## src/rtl/otpal_pkg.sv

```systemverilog
// Package for the one-time-programmable store auto-load parser
package otpal_pkg;

	// Store geometry
	localparam int unsigned WORDS      = 64;
	localparam int unsigned AW         = 6;
	localparam int unsigned TGT_WORDS  = 128;
	localparam logic [5:0]  LAST_WORD  = 6'h3F;
	localparam logic [5:0]  VERS_WORD  = 6'h3D;

	// Entry type codes
	localparam logic [2:0] TYPE_BLANK = 3'h0;
	localparam logic [2:0] TYPE_WORD  = 3'h1;
	localparam logic [2:0] TYPE_CSR   = 3'h2;
	localparam logic [2:0] TYPE_PHY   = 3'h3;
	localparam logic [2:0] TYPE_INVAL = 3'h7;

	// Entry lengths in words
	localparam logic [5:0] LEN_WORD = 6'h02;
	localparam logic [5:0] LEN_CSR  = 6'h04;
	localparam logic [5:0] LEN_PHY  = 6'h02;
	localparam logic [5:0] LEN_SKIP = 6'h02;

	// Field positions of the first word
	localparam int unsigned TYPE_LSB  = 0;
	localparam int unsigned RST_LSB   = 3;
	localparam int unsigned ADDR_LSB  = 9;

	// Reset-type codes
	localparam logic [1:0] RT_POWER = 2'h0;
	localparam logic [1:0] RT_RSVD  = 2'h1;
	localparam logic [1:0] RT_PCIE  = 2'h2;
	localparam logic [1:0] RT_SOFT  = 2'h3;

	// Special target words
	localparam logic [6:0] TGT_MAC_LO = 7'h00;
	localparam logic [6:0] TGT_MAC_MI = 7'h01;
	localparam logic [6:0] TGT_MAC_HI = 7'h02;
	localparam logic [6:0] TGT_LOCK   = 7'h0A;
	localparam int unsigned LOCK_BIT  = 15;

	// AXI4-Lite register offsets
	localparam logic [7:0] OFS_CTRL   = 8'h00;
	localparam logic [7:0] OFS_STAT   = 8'h04;
	localparam logic [7:0] OFS_WADDR  = 8'h08;
	localparam logic [7:0] OFS_WDATA  = 8'h0C;
	localparam logic [7:0] OFS_TADDR  = 8'h10;
	localparam logic [7:0] OFS_TDATA  = 8'h14;
	localparam logic [7:0] OFS_MAC_L  = 8'h18;
	localparam logic [7:0] OFS_MAC_H  = 8'h1C;
	localparam logic [7:0] OFS_SERIAL = 8'h20;

	// Bus responses
	localparam logic [1:0] RESP_OKAY   = 2'h0;
	localparam logic [1:0] RESP_SLVERR = 2'h2;
	localparam logic [1:0] RESP_DECERR = 2'h3;

	// Reset values
	localparam logic [15:0] WORD_RST = 16'h0000;

	// Parser states
	typedef enum logic [2:0] {
		ST_IDLE, ST_FETCH, ST_DECODE, ST_DATA, ST_DONE
	} otpal_state_t;

	// Reset kind carried with a start request
	typedef struct packed {
		logic       go;
		logic [1:0] kind;
	} otpal_start_t;

	// One write toward the configuration structures
	typedef struct packed {
		logic        valid;
		logic [1:0]  kind;
		logic [6:0]  addr;
		logic [15:0] data;
		logic [31:0] wide;
	} otpal_load_t;

	// Loader decides whether an entry applies to this reset
	function automatic logic applies(input logic [1:0] rt,
					 input logic [1:0] kind);
		case (rt)
			RT_POWER: applies = (kind == RT_POWER);
			RT_PCIE:  applies = (kind == RT_POWER) || (kind == RT_PCIE);
			RT_SOFT:  applies = 1'b1;
			default:  applies = 1'b0;
		endcase
	endfunction : applies

endpackage : otpal_pkg

```

## src/rtl/otpal_store.sv

```systemverilog
// Write-once storage array of the one-time-programmable store
`timescale 1ns/100ps
`default_nettype none
module otpal_store (
	// Clock and reset
	input  wire logic        sys_clk,
	input  wire logic        rst,
	// Read port
	input  wire logic [5:0]  rd_addr,
	output logic      [15:0] rd_data,
	// Program port
	input  wire logic        pg_en,
	input  wire logic [5:0]  pg_addr,
	input  wire logic [15:0] pg_data,
	output logic             pg_done,
	output logic             pg_refused
);
	// Whole state in one struct
	typedef struct packed {
		logic [otpal_pkg::WORDS-1:0][15:0] mem;
		logic [otpal_pkg::WORDS-1:0]       used;
		logic [15:0]                       rdat;
		logic                              done;
		logic                              refused;
	} otpal_store_st_t;

	otpal_store_st_t st_reg;
	otpal_store_st_t st_next;

	// A word once written is never written again
	always_comb begin
		st_next         = st_reg;
		st_next.done    = 1'b0;
		st_next.refused = 1'b0;
		st_next.rdat    = st_reg.mem[rd_addr];
		if (pg_en) begin
			if (st_reg.used[pg_addr]) begin
				st_next.refused = 1'b1;
			end else begin
				st_next.mem[pg_addr]  = pg_data;
				st_next.used[pg_addr] = 1'b1;
				st_next.done          = 1'b1;
			end
		end
	end

	// Blank after reset stands for an unprogrammed array model
	always_ff @(posedge sys_clk or posedge rst) begin
		if (rst) begin
			st_reg <= '0;
		end else begin
			st_reg <= st_next;
		end
	end

	assign rd_data    = st_reg.rdat;
	assign pg_done    = st_reg.done;
	assign pg_refused = st_reg.refused;
endmodule : otpal_store
`default_nettype wire

```

## src/rtl/otpal_loader.sv

```systemverilog
// Auto-load parser with AXI4-Lite control and write lock-out
// Operation
// Store holds 64 sixteen-bit words, write-once
// Programmed words can never be rewritten
// Words 61 to 63 never affect behaviour; the walk here still parses and loads entries up to word 63
// Word, CSR and PHY entries: 2, 4, 2
// Type 001 word, 010 CSR, 011 PHY
// Type 000 ends the walk
// Type 111 words skipped until another type
// Unknown nonzero type skipped, nothing loaded
// Software invalidates with 111, never 100
// Reset-type selects power, PCIe or software
// Load only entries matching current reset
// Word entry layout: type, reset, address, data
// Words 0 to 2 form station address
// Lock entry blocks programming while strap set
// Strap off allows blank words programmed again
// Agent re-enables strap after programming
// Version entry ignored like other invalidated
// Walk from word zero to end in order
// Later entries overwrite earlier ones
`timescale 1ns/100ps
`default_nettype none
module otpal_loader (
	// Clock and reset
	input  wire logic        sys_clk,
	input  wire logic        rst,
	// Reset kind requests, one-cycle pulses
	input  wire logic        power_up_reset,
	input  wire logic        pcie_reset,
	input  wire logic        soft_reset,
	// Security strap pin
	input  wire logic        security_strap,
	// Loads toward configuration structures
	output logic             load_valid,
	output logic      [1:0]  load_kind,
	output logic      [6:0]  load_addr,
	output logic      [15:0] load_data,
	output logic      [31:0] load_wide,
	output logic             load_busy,
	// AXI4-Lite slave
	input  wire logic        s_axi_awvalid,
	output logic             s_axi_awready,
	input  wire logic [7:0]  s_axi_awaddr,
	input  wire logic        s_axi_wvalid,
	output logic             s_axi_wready,
	input  wire logic [31:0] s_axi_wdata,
	input  wire logic [3:0]  s_axi_wstrb,
	output logic             s_axi_bvalid,
	input  wire logic        s_axi_bready,
	output logic      [1:0]  s_axi_bresp,
	input  wire logic        s_axi_arvalid,
	output logic             s_axi_arready,
	input  wire logic [7:0]  s_axi_araddr,
	output logic             s_axi_rvalid,
	input  wire logic        s_axi_rready,
	output logic      [31:0] s_axi_rdata,
	output logic      [1:0]  s_axi_rresp
);
	// Whole state in one struct
	typedef struct packed {
		otpal_pkg::otpal_state_t state;
		logic [1:0]              kind;
		logic [5:0]              ptr;
		logic [15:0]             w0;
		logic [1:0]              sub;
		logic                    in_entry;
		logic [47:0]             wide;
		logic                    strap_s1;
		logic                    strap_s2;
		logic                    lock_seen;
		logic                    locked;
		logic [47:0]             mac;
		logic [5:0]              pg_addr;
		logic [15:0]             pg_data;
		logic                    pg_en;
		logic                    pg_fail;
		logic                    pg_ok;
		logic [5:0]              rd_ptr;
		logic                    aw_held;
		logic [7:0]              aw_addr;
		logic                    w_held;
		logic [31:0]             w_data;
		logic                    bvalid;
		logic [1:0]              bresp;
		logic                    rvalid;
		logic [31:0]             rdata;
		logic [1:0]              rresp;
		otpal_pkg::otpal_load_t  load;
	} otpal_st_t;

	otpal_st_t   st_reg;
	otpal_st_t   st_next;
	logic [15:0] mem_rdata;
	logic        pg_done;
	logic        pg_refused;
	logic        pg_go;

	// Store array instance
	otpal_store u_store (
		.sys_clk    (sys_clk),
		.rst        (rst),
		.rd_addr    (st_reg.rd_ptr),
		.rd_data    (mem_rdata),
		.pg_en      (pg_go),
		.pg_addr    (st_reg.pg_addr),
		.pg_data    (st_reg.pg_data),
		.pg_done    (pg_done),
		.pg_refused (pg_refused)
	);

	// Programming blocked while lock entry present and strap on
	assign pg_go = st_reg.pg_en && !st_reg.locked;

	// Parser, lock tracking and register bus
	always_comb begin
		logic [2:0]  ty;
		logic [6:0]  ta;
		logic        wr_fire;
		logic [7:0]  ra;
		ty      = mem_rdata[otpal_pkg::TYPE_LSB +: 3];
		ta      = st_reg.w0[otpal_pkg::ADDR_LSB +: 7];
		wr_fire = 1'b0;
		ra      = s_axi_araddr;
		st_next = st_reg;
		st_next.load.valid = 1'b0;
		st_next.pg_en      = 1'b0;
		st_next.strap_s1   = security_strap;
		st_next.strap_s2   = st_reg.strap_s1;
		st_next.locked     = st_reg.lock_seen && st_reg.strap_s2;

		// Parser walk
		case (st_reg.state)
		otpal_pkg::ST_IDLE: begin
			st_next.state = otpal_pkg::ST_IDLE; // Peek address kept
		end
		otpal_pkg::ST_FETCH: begin
			// Read latency one; header or data word follows
			st_next.state = st_reg.in_entry ? otpal_pkg::ST_DATA :
					otpal_pkg::ST_DECODE;
		end
		otpal_pkg::ST_DECODE: begin
			st_next.w0  = mem_rdata;
			st_next.sub = '0;
			if (ty == otpal_pkg::TYPE_BLANK) begin
				st_next.state = otpal_pkg::ST_DONE;
			end else if ((ty == otpal_pkg::TYPE_WORD) ||
				     (ty == otpal_pkg::TYPE_CSR) ||
				     (ty == otpal_pkg::TYPE_PHY)) begin
				st_next.state    = otpal_pkg::ST_FETCH;
				st_next.in_entry = 1'b1; // Header read, data next
				st_next.rd_ptr   = st_reg.ptr + 6'h01;
			end else begin
				// Invalidated, version or unknown: skip 32 bits
				if (st_reg.ptr >= otpal_pkg::LAST_WORD - 6'h01) begin
					st_next.state = otpal_pkg::ST_DONE;
				end else begin
					st_next.ptr    = st_reg.ptr + otpal_pkg::LEN_SKIP;
					st_next.rd_ptr = st_reg.ptr + otpal_pkg::LEN_SKIP;
					st_next.state  = otpal_pkg::ST_FETCH;
				end
			end
		end
		otpal_pkg::ST_DATA: begin
			// Gather the words following the header
			st_next.wide = {st_reg.wide[31:0], mem_rdata};
			st_next.sub  = st_reg.sub + 2'h1;
			st_next.rd_ptr = st_reg.rd_ptr + 6'h01;
			st_next.state  = otpal_pkg::ST_FETCH;
			if ((st_reg.w0[2:0] != otpal_pkg::TYPE_CSR) ||
			    (st_reg.sub == 2'h2)) begin
				if (otpal_pkg::applies(st_reg.w0[4:3], st_reg.kind)) begin
					st_next.load.valid = 1'b1;
					st_next.load.kind  = st_reg.w0[1:0];
					st_next.load.addr  = ta;
					st_next.load.data  = mem_rdata;
					st_next.load.wide  = {st_reg.wide[15:0], mem_rdata};
					if (st_reg.w0[2:0] == otpal_pkg::TYPE_WORD) begin
						if (ta == otpal_pkg::TGT_MAC_LO)
							st_next.mac[15:0]  = mem_rdata;
						if (ta == otpal_pkg::TGT_MAC_MI)
							st_next.mac[31:16] = mem_rdata;
						if (ta == otpal_pkg::TGT_MAC_HI)
							st_next.mac[47:32] = mem_rdata;
						if (ta == otpal_pkg::TGT_LOCK)
							st_next.lock_seen =
							  mem_rdata[otpal_pkg::LOCK_BIT];
					end
				end
				if (st_reg.rd_ptr >= otpal_pkg::LAST_WORD) begin
					st_next.state = otpal_pkg::ST_DONE;
				end else begin
					st_next.ptr      = st_reg.rd_ptr + 6'h01;
					st_next.rd_ptr   = st_reg.rd_ptr + 6'h01;
					st_next.in_entry = 1'b0; // Next word is a header
				end
			end else if (st_reg.rd_ptr >= otpal_pkg::LAST_WORD) begin
				st_next.state = otpal_pkg::ST_DONE; // Truncated entry
			end
		end
		otpal_pkg::ST_DONE: begin
			st_next.state = otpal_pkg::ST_DONE;
		end
		default: st_next.state = otpal_pkg::ST_IDLE;
		endcase

		// Start a walk from word zero on any reset kind
		if (power_up_reset || pcie_reset || soft_reset) begin
			st_next.state  = otpal_pkg::ST_FETCH;
			st_next.ptr    = '0;
			st_next.in_entry = 1'b0;
			st_next.rd_ptr = '0;
			st_next.kind   = power_up_reset ? otpal_pkg::RT_POWER :
					 pcie_reset ? otpal_pkg::RT_PCIE :
					 otpal_pkg::RT_SOFT;
			if (power_up_reset) begin
				st_next.lock_seen = 1'b0;
				st_next.mac       = '0;
			end
		end

		// Write channel capture
		if (s_axi_awvalid && !st_reg.aw_held && !st_reg.bvalid) begin
			st_next.aw_held = 1'b1;
			st_next.aw_addr = s_axi_awaddr;
		end
		if (s_axi_wvalid && !st_reg.w_held && !st_reg.bvalid) begin
			st_next.w_held = 1'b1;
			st_next.w_data = s_axi_wdata;
		end
		if (st_reg.aw_held && st_reg.w_held) begin
			wr_fire         = 1'b1;
			st_next.aw_held = 1'b0;
			st_next.w_held  = 1'b0;
			st_next.bvalid  = 1'b1;
			st_next.bresp   = otpal_pkg::RESP_OKAY;
		end
		if (wr_fire) begin
			if (st_reg.aw_addr == otpal_pkg::OFS_CTRL) begin
				if (st_reg.w_data[0] && !st_reg.pg_en) begin
					st_next.pg_en   = 1'b1;
					st_next.pg_fail = 1'b0;
					st_next.pg_ok   = 1'b0;
				end
			end else if (st_reg.aw_addr == otpal_pkg::OFS_WADDR) begin
				st_next.pg_addr = st_reg.w_data[5:0];
			end else if (st_reg.aw_addr == otpal_pkg::OFS_WDATA) begin
				st_next.pg_data = st_reg.w_data[15:0];
			end else if (st_reg.aw_addr == otpal_pkg::OFS_TADDR) begin
				st_next.rd_ptr = (st_reg.state == otpal_pkg::ST_DONE ||
					st_reg.state == otpal_pkg::ST_IDLE) ?
					st_reg.w_data[5:0] : st_next.rd_ptr;
			end else if (st_reg.aw_addr == otpal_pkg::OFS_STAT ||
				     st_reg.aw_addr == otpal_pkg::OFS_TDATA ||
				     st_reg.aw_addr == otpal_pkg::OFS_MAC_L ||
				     st_reg.aw_addr == otpal_pkg::OFS_MAC_H ||
				     st_reg.aw_addr == otpal_pkg::OFS_SERIAL) begin
				st_next.bresp = otpal_pkg::RESP_SLVERR; // Read-only
			end else begin
				st_next.bresp = otpal_pkg::RESP_DECERR;
			end
		end
		// Store outcome flags, a set beats a clear
		if (pg_refused || (st_reg.pg_en && st_reg.locked)) begin
			st_next.pg_fail = 1'b1;
		end
		if (pg_done) begin
			st_next.pg_ok = 1'b1;
		end
		if (st_reg.bvalid && s_axi_bready) begin
			st_next.bvalid = 1'b0;
		end

		// Read channel
		if (s_axi_arvalid && !st_reg.rvalid) begin
			st_next.rvalid = 1'b1;
			st_next.rresp  = otpal_pkg::RESP_OKAY;
			if (ra == otpal_pkg::OFS_CTRL) begin
				st_next.rdata = {31'h0, st_reg.pg_en};
			end else if (ra == otpal_pkg::OFS_STAT) begin
				st_next.rdata = {24'h0, st_reg.state == otpal_pkg::ST_DONE,
					st_reg.locked, st_reg.lock_seen, st_reg.strap_s2,
					st_reg.pg_fail, st_reg.pg_ok, st_reg.kind};
			end else if (ra == otpal_pkg::OFS_WADDR) begin
				st_next.rdata = {26'h0, st_reg.pg_addr};
			end else if (ra == otpal_pkg::OFS_WDATA) begin
				st_next.rdata = {16'h0, st_reg.pg_data};
			end else if (ra == otpal_pkg::OFS_TADDR) begin
				st_next.rdata = {26'h0, st_reg.rd_ptr};
			end else if (ra == otpal_pkg::OFS_TDATA) begin
				st_next.rdata = {16'h0, mem_rdata};
			end else if (ra == otpal_pkg::OFS_MAC_L) begin
				st_next.rdata = st_reg.mac[31:0];
			end else if (ra == otpal_pkg::OFS_MAC_H) begin
				st_next.rdata = {16'h0, st_reg.mac[47:32]};
			end else if (ra == otpal_pkg::OFS_SERIAL) begin
				st_next.rdata = {st_reg.mac[47:24], 8'hFF};
			end else begin
				st_next.rdata = 32'h0000_0000;
				st_next.rresp = otpal_pkg::RESP_DECERR;
			end
		end
		if (st_reg.rvalid && s_axi_rready) begin
			st_next.rvalid = 1'b0;
		end
	end

	// State register
	always_ff @(posedge sys_clk or posedge rst) begin
		if (rst) begin
			st_reg <= '0;
		end else begin
			st_reg <= st_next;
		end
	end

	// Outputs
	assign load_valid    = st_reg.load.valid;
	assign load_kind     = st_reg.load.kind;
	assign load_addr     = st_reg.load.addr;
	assign load_data     = st_reg.load.data;
	assign load_wide     = st_reg.load.wide;
	assign load_busy     = (st_reg.state == otpal_pkg::ST_FETCH) ||
			       (st_reg.state == otpal_pkg::ST_DECODE) ||
			       (st_reg.state == otpal_pkg::ST_DATA);
	assign s_axi_awready = !st_reg.aw_held && !st_reg.bvalid;
	assign s_axi_wready  = !st_reg.w_held && !st_reg.bvalid;
	assign s_axi_bvalid  = st_reg.bvalid;
	assign s_axi_bresp   = st_reg.bresp;
	assign s_axi_arready = !st_reg.rvalid;
	assign s_axi_rvalid  = st_reg.rvalid;
	assign s_axi_rdata   = st_reg.rdata;
	assign s_axi_rresp   = st_reg.rresp;
endmodule : otpal_loader
`default_nettype wire

```

## config.mk

```make
export PLATFORM = sky130hd
export DESIGN_NAME = otpal_loader
export DESIGN_NICKNAME = d
export VERILOG_FILES = /design/src/rtl/otpal_pkg.sv /design/src/rtl/otpal_store.sv /design/src/rtl/otpal_loader.sv
export SDC_FILE = /design/constraint.sdc
export NUM_CORES = 2
export LEC_CHECK = 0
export BUFFER_PORTS_ARGS = -buffer_cell sky130_fd_sc_hd__buf_2
export CAP_MARGIN = 20
export CORE_UTILIZATION = 56
export DETAILED_ROUTE_END_ITERATION = 10
export PLACE_DENSITY_LB_ADDON = 0.1
export SKIP_LAST_GASP = 1
export SYNTH_ARGS = -nofsm -noshare
export SYNTH_HDL_FRONTEND = slang
export SYNTH_SLANG_ARGS = --single-unit
```

## constraint.sdc

```tcl
create_clock -name sys_clk -period 59 [get_ports sys_clk]
set_input_delay 2.95 -clock sys_clk [delete_from_list [all_inputs] [get_ports sys_clk]]
set_output_delay 2.95 -clock sys_clk [all_outputs]
set_load 0.01 [all_outputs]
```

==> metrics.txt <==
XOR/XNOR share of the synthesized area 0.00101; final net count between 4k and 5k; final WL 151,000 um; Max H-tree Level 4; hold_buf cts 0; clk_skew roughly 0.025 ns; Compound-Gate Fraction of Synth Area 0.0226; WL/cell between 20 and 30 um; Area contributors post-synth dfrtp_1 (55%), mux2_2 (20%), mux4_2 (13%), clkbuf_1 (1.5%), nand2_1 (1.4%); Detail Placement HPWL just under 90,000 um; Area after DPL 0.0621 mm2; final hold violation count 0; area of the multi-input gates between 0.02 and 0.03 mm2; list of most frequent post-synthesis cells dfrtp_1 (1,336), mux2_2 (1,070), mux4_2 (338); post-synthesis adder-cell area fraction 0.00103; CTS root buf clkbuf_16; simple-gate share of the synthesized area 0.0460; mux contribution to synthesized area 0.342; largest area contributor in the netlist dfrtp_1; clock sinks between 1k and 1.5k; router iterations before antenna repair 7; # DRC 0; GR Util All Layers 0.282; maximum net fanout on the critical path roughly 110; Synth Instances just over 4k; initial antenna violation count 2; Seq/Total Area, Yosys 0.551; largest net degree at the start of global routing about 170; final std cells w/o fill between 5k and 6k; Fill cells 8,074; R2R depth 6; GPL Wtd Cong around 0.89; die width 331 um; Final setup viols 0; Final Cycle Share 0.104; vias in the first global route about 36k; post-CTS resize count 0; Placed Cells incl. Taps between 5k and 6k; latest clock arrival within the worst-skew pair 0.75 ns; WHS Path Cells 0; TNS Setup 0 ns; Via density ~6.2; grt total ovfl 0; DR vias about 34k; synth warn 0; Async S/R FF share, synth 1.00; Die H between 300 and 400 um; Starting DRT DRC Count 2,325; Antenna Violating Nets Remaining 0; critical path required time approximately 60 ns; Final min period just over 6 ns; Std-Cell Rows 120; syn nets 4,116; synth unique cells 71; post-route cell area roughly 0.067 mm2; Avg Inst Size Synth roughly 15 um2; Max Root-Sink Buffers 3; status completed; Cell Pwr Density about 30 mW/mm2; CP Launch Type primary input; CTS tree yes; TritonCTS Buffers between 100 and 150; CP Data Arrival Time just under 7 ns; worst min path class flop to flop; unrepaired setup endpoints after global routing no; Final Slew Violations 0; Largest register FFs between 1k and 1.5k; Yosys reg bits ~1.3k; die area 0.110 mm2; input/output buffers 142; register area around 0.033 mm2; share of cells above drive strength 1 0.483; main combinational cell family by area after synthesis multiplexers; Slew @ Worst Pin between 1 and 1.5 ns; Starting Density 0.566; critical path type primary input to async pin; Worst slew margin 0.281; mapped cell area between 0.06 and 0.07 mm2; Post-synth EDFFs 0; core area about 0.11 mm2; CP endpoint kind async pin; Post CTS Setup Buffer Count 0; first-pass GRT wire length between 200,000 and 250,000 um; ys flop type dfrtp_1; IO Count ~160; Lkg Pwr about 0.032 uW; Fmax 0.162 GHz; Synth top area share 0.551; Max-Cap Viols 0; clk slew on worst S/H paths approximately 0.06 ns; VDD IR max ~0.034 mV; Area Overhead vs Synth 10.0%; FF-to-FF setup slack ~54 ns; count leader, synth dfrtp_1
==> final cells by class <==
cell class                 count  area share
antenna                        6    0.000225
clock buffer                 216      0.0635
clock inverter                38     0.00611
inverter                      17     0.00107
multi-input combinational   2262       0.376
sequential                  1336       0.501
tap                         1403      0.0263
timing repair buffer         270      0.0262
==> cells in the final DEF (no fill, tap or decap), types with 49 or more instances in the layout <==
cell type / instances
buf_2: 142
buf_4: 122
clkbuf_16: 148
dfrtp_1: 1315
mux2_2: 1070
mux2i_1: 68
mux4_2: 338
nand2_1: 224
nand2b_1: 52
nor2_1: 87
o21ai_0: 49
==> per-layer routing <==
layer	track usage	up-vias	share of wire
met3	0.0402	221	0.045
met2	0.460	802	0.49
met5	0	-	0
met1	0.395	18673	0.44
li1	-	14731	-
met4	0.0875	0	0.029
==> worst max-delay path, cell delays in order <==
cell and delay [ns]:
buf_2 0.13, inv_8 0.48, buf_4 0.74, buf_4 0.88, buf_4 0.69, buf_4 0.85
==> per-stage QoR <==
stage | power (uW) | utilization | worst slack, ns | hold WS (ns)
6_report | 1970 | 0.622 | 52.84 | 0.350
5_1_grt | 2040 | 0.622 | 52.12 | 0.365
4_1_cts | 1990 | 0.622 | 52.63 | 0.351
3_5_place_dp | 1100 | 0.578 | 51.82 | 0.343
3_3_place_gp | 1100 | 0.578 | 51.84 | 0.335
2_1_floorplan | 1060 | - | 18.39 | 0.331
==> where the power goes <==
group	internal (uW)	leakage [uW]	switching, uW
Clock	526	0.00229	359
Combinational	32.1	0.0114	99.5
Sequential	932	0.0185	23.8
Total	1490	0.0322	482
==> path summary, 6_finish.rpt <==
kind,from,endpoint
max in group sys_clk,st_reg[138],u_store.rd_data[14]
hold / removal,st_next[219],st_reg[219]
min in group asynchronous,rst,st_reg[129]
setup reg to reg,st_reg[138],u_store.rd_data[14]
setup / recovery,rst,u_store.st_reg[1077]
hold reg to reg,st_next[219],st_reg[219]
==> kinds of logic after synthesis <==
kind of cell | Yosys count
flip-flops | 1336
multiplexers | 1505
adder cells (fa/ha/maj) | 5
AO/OA/AOI/OAI | 205
AND/OR/NAND/NOR | 540
XOR/XNOR | 7
buffers and inverters | 450
No activity file was read; power rests on OpenSTA's default activity.
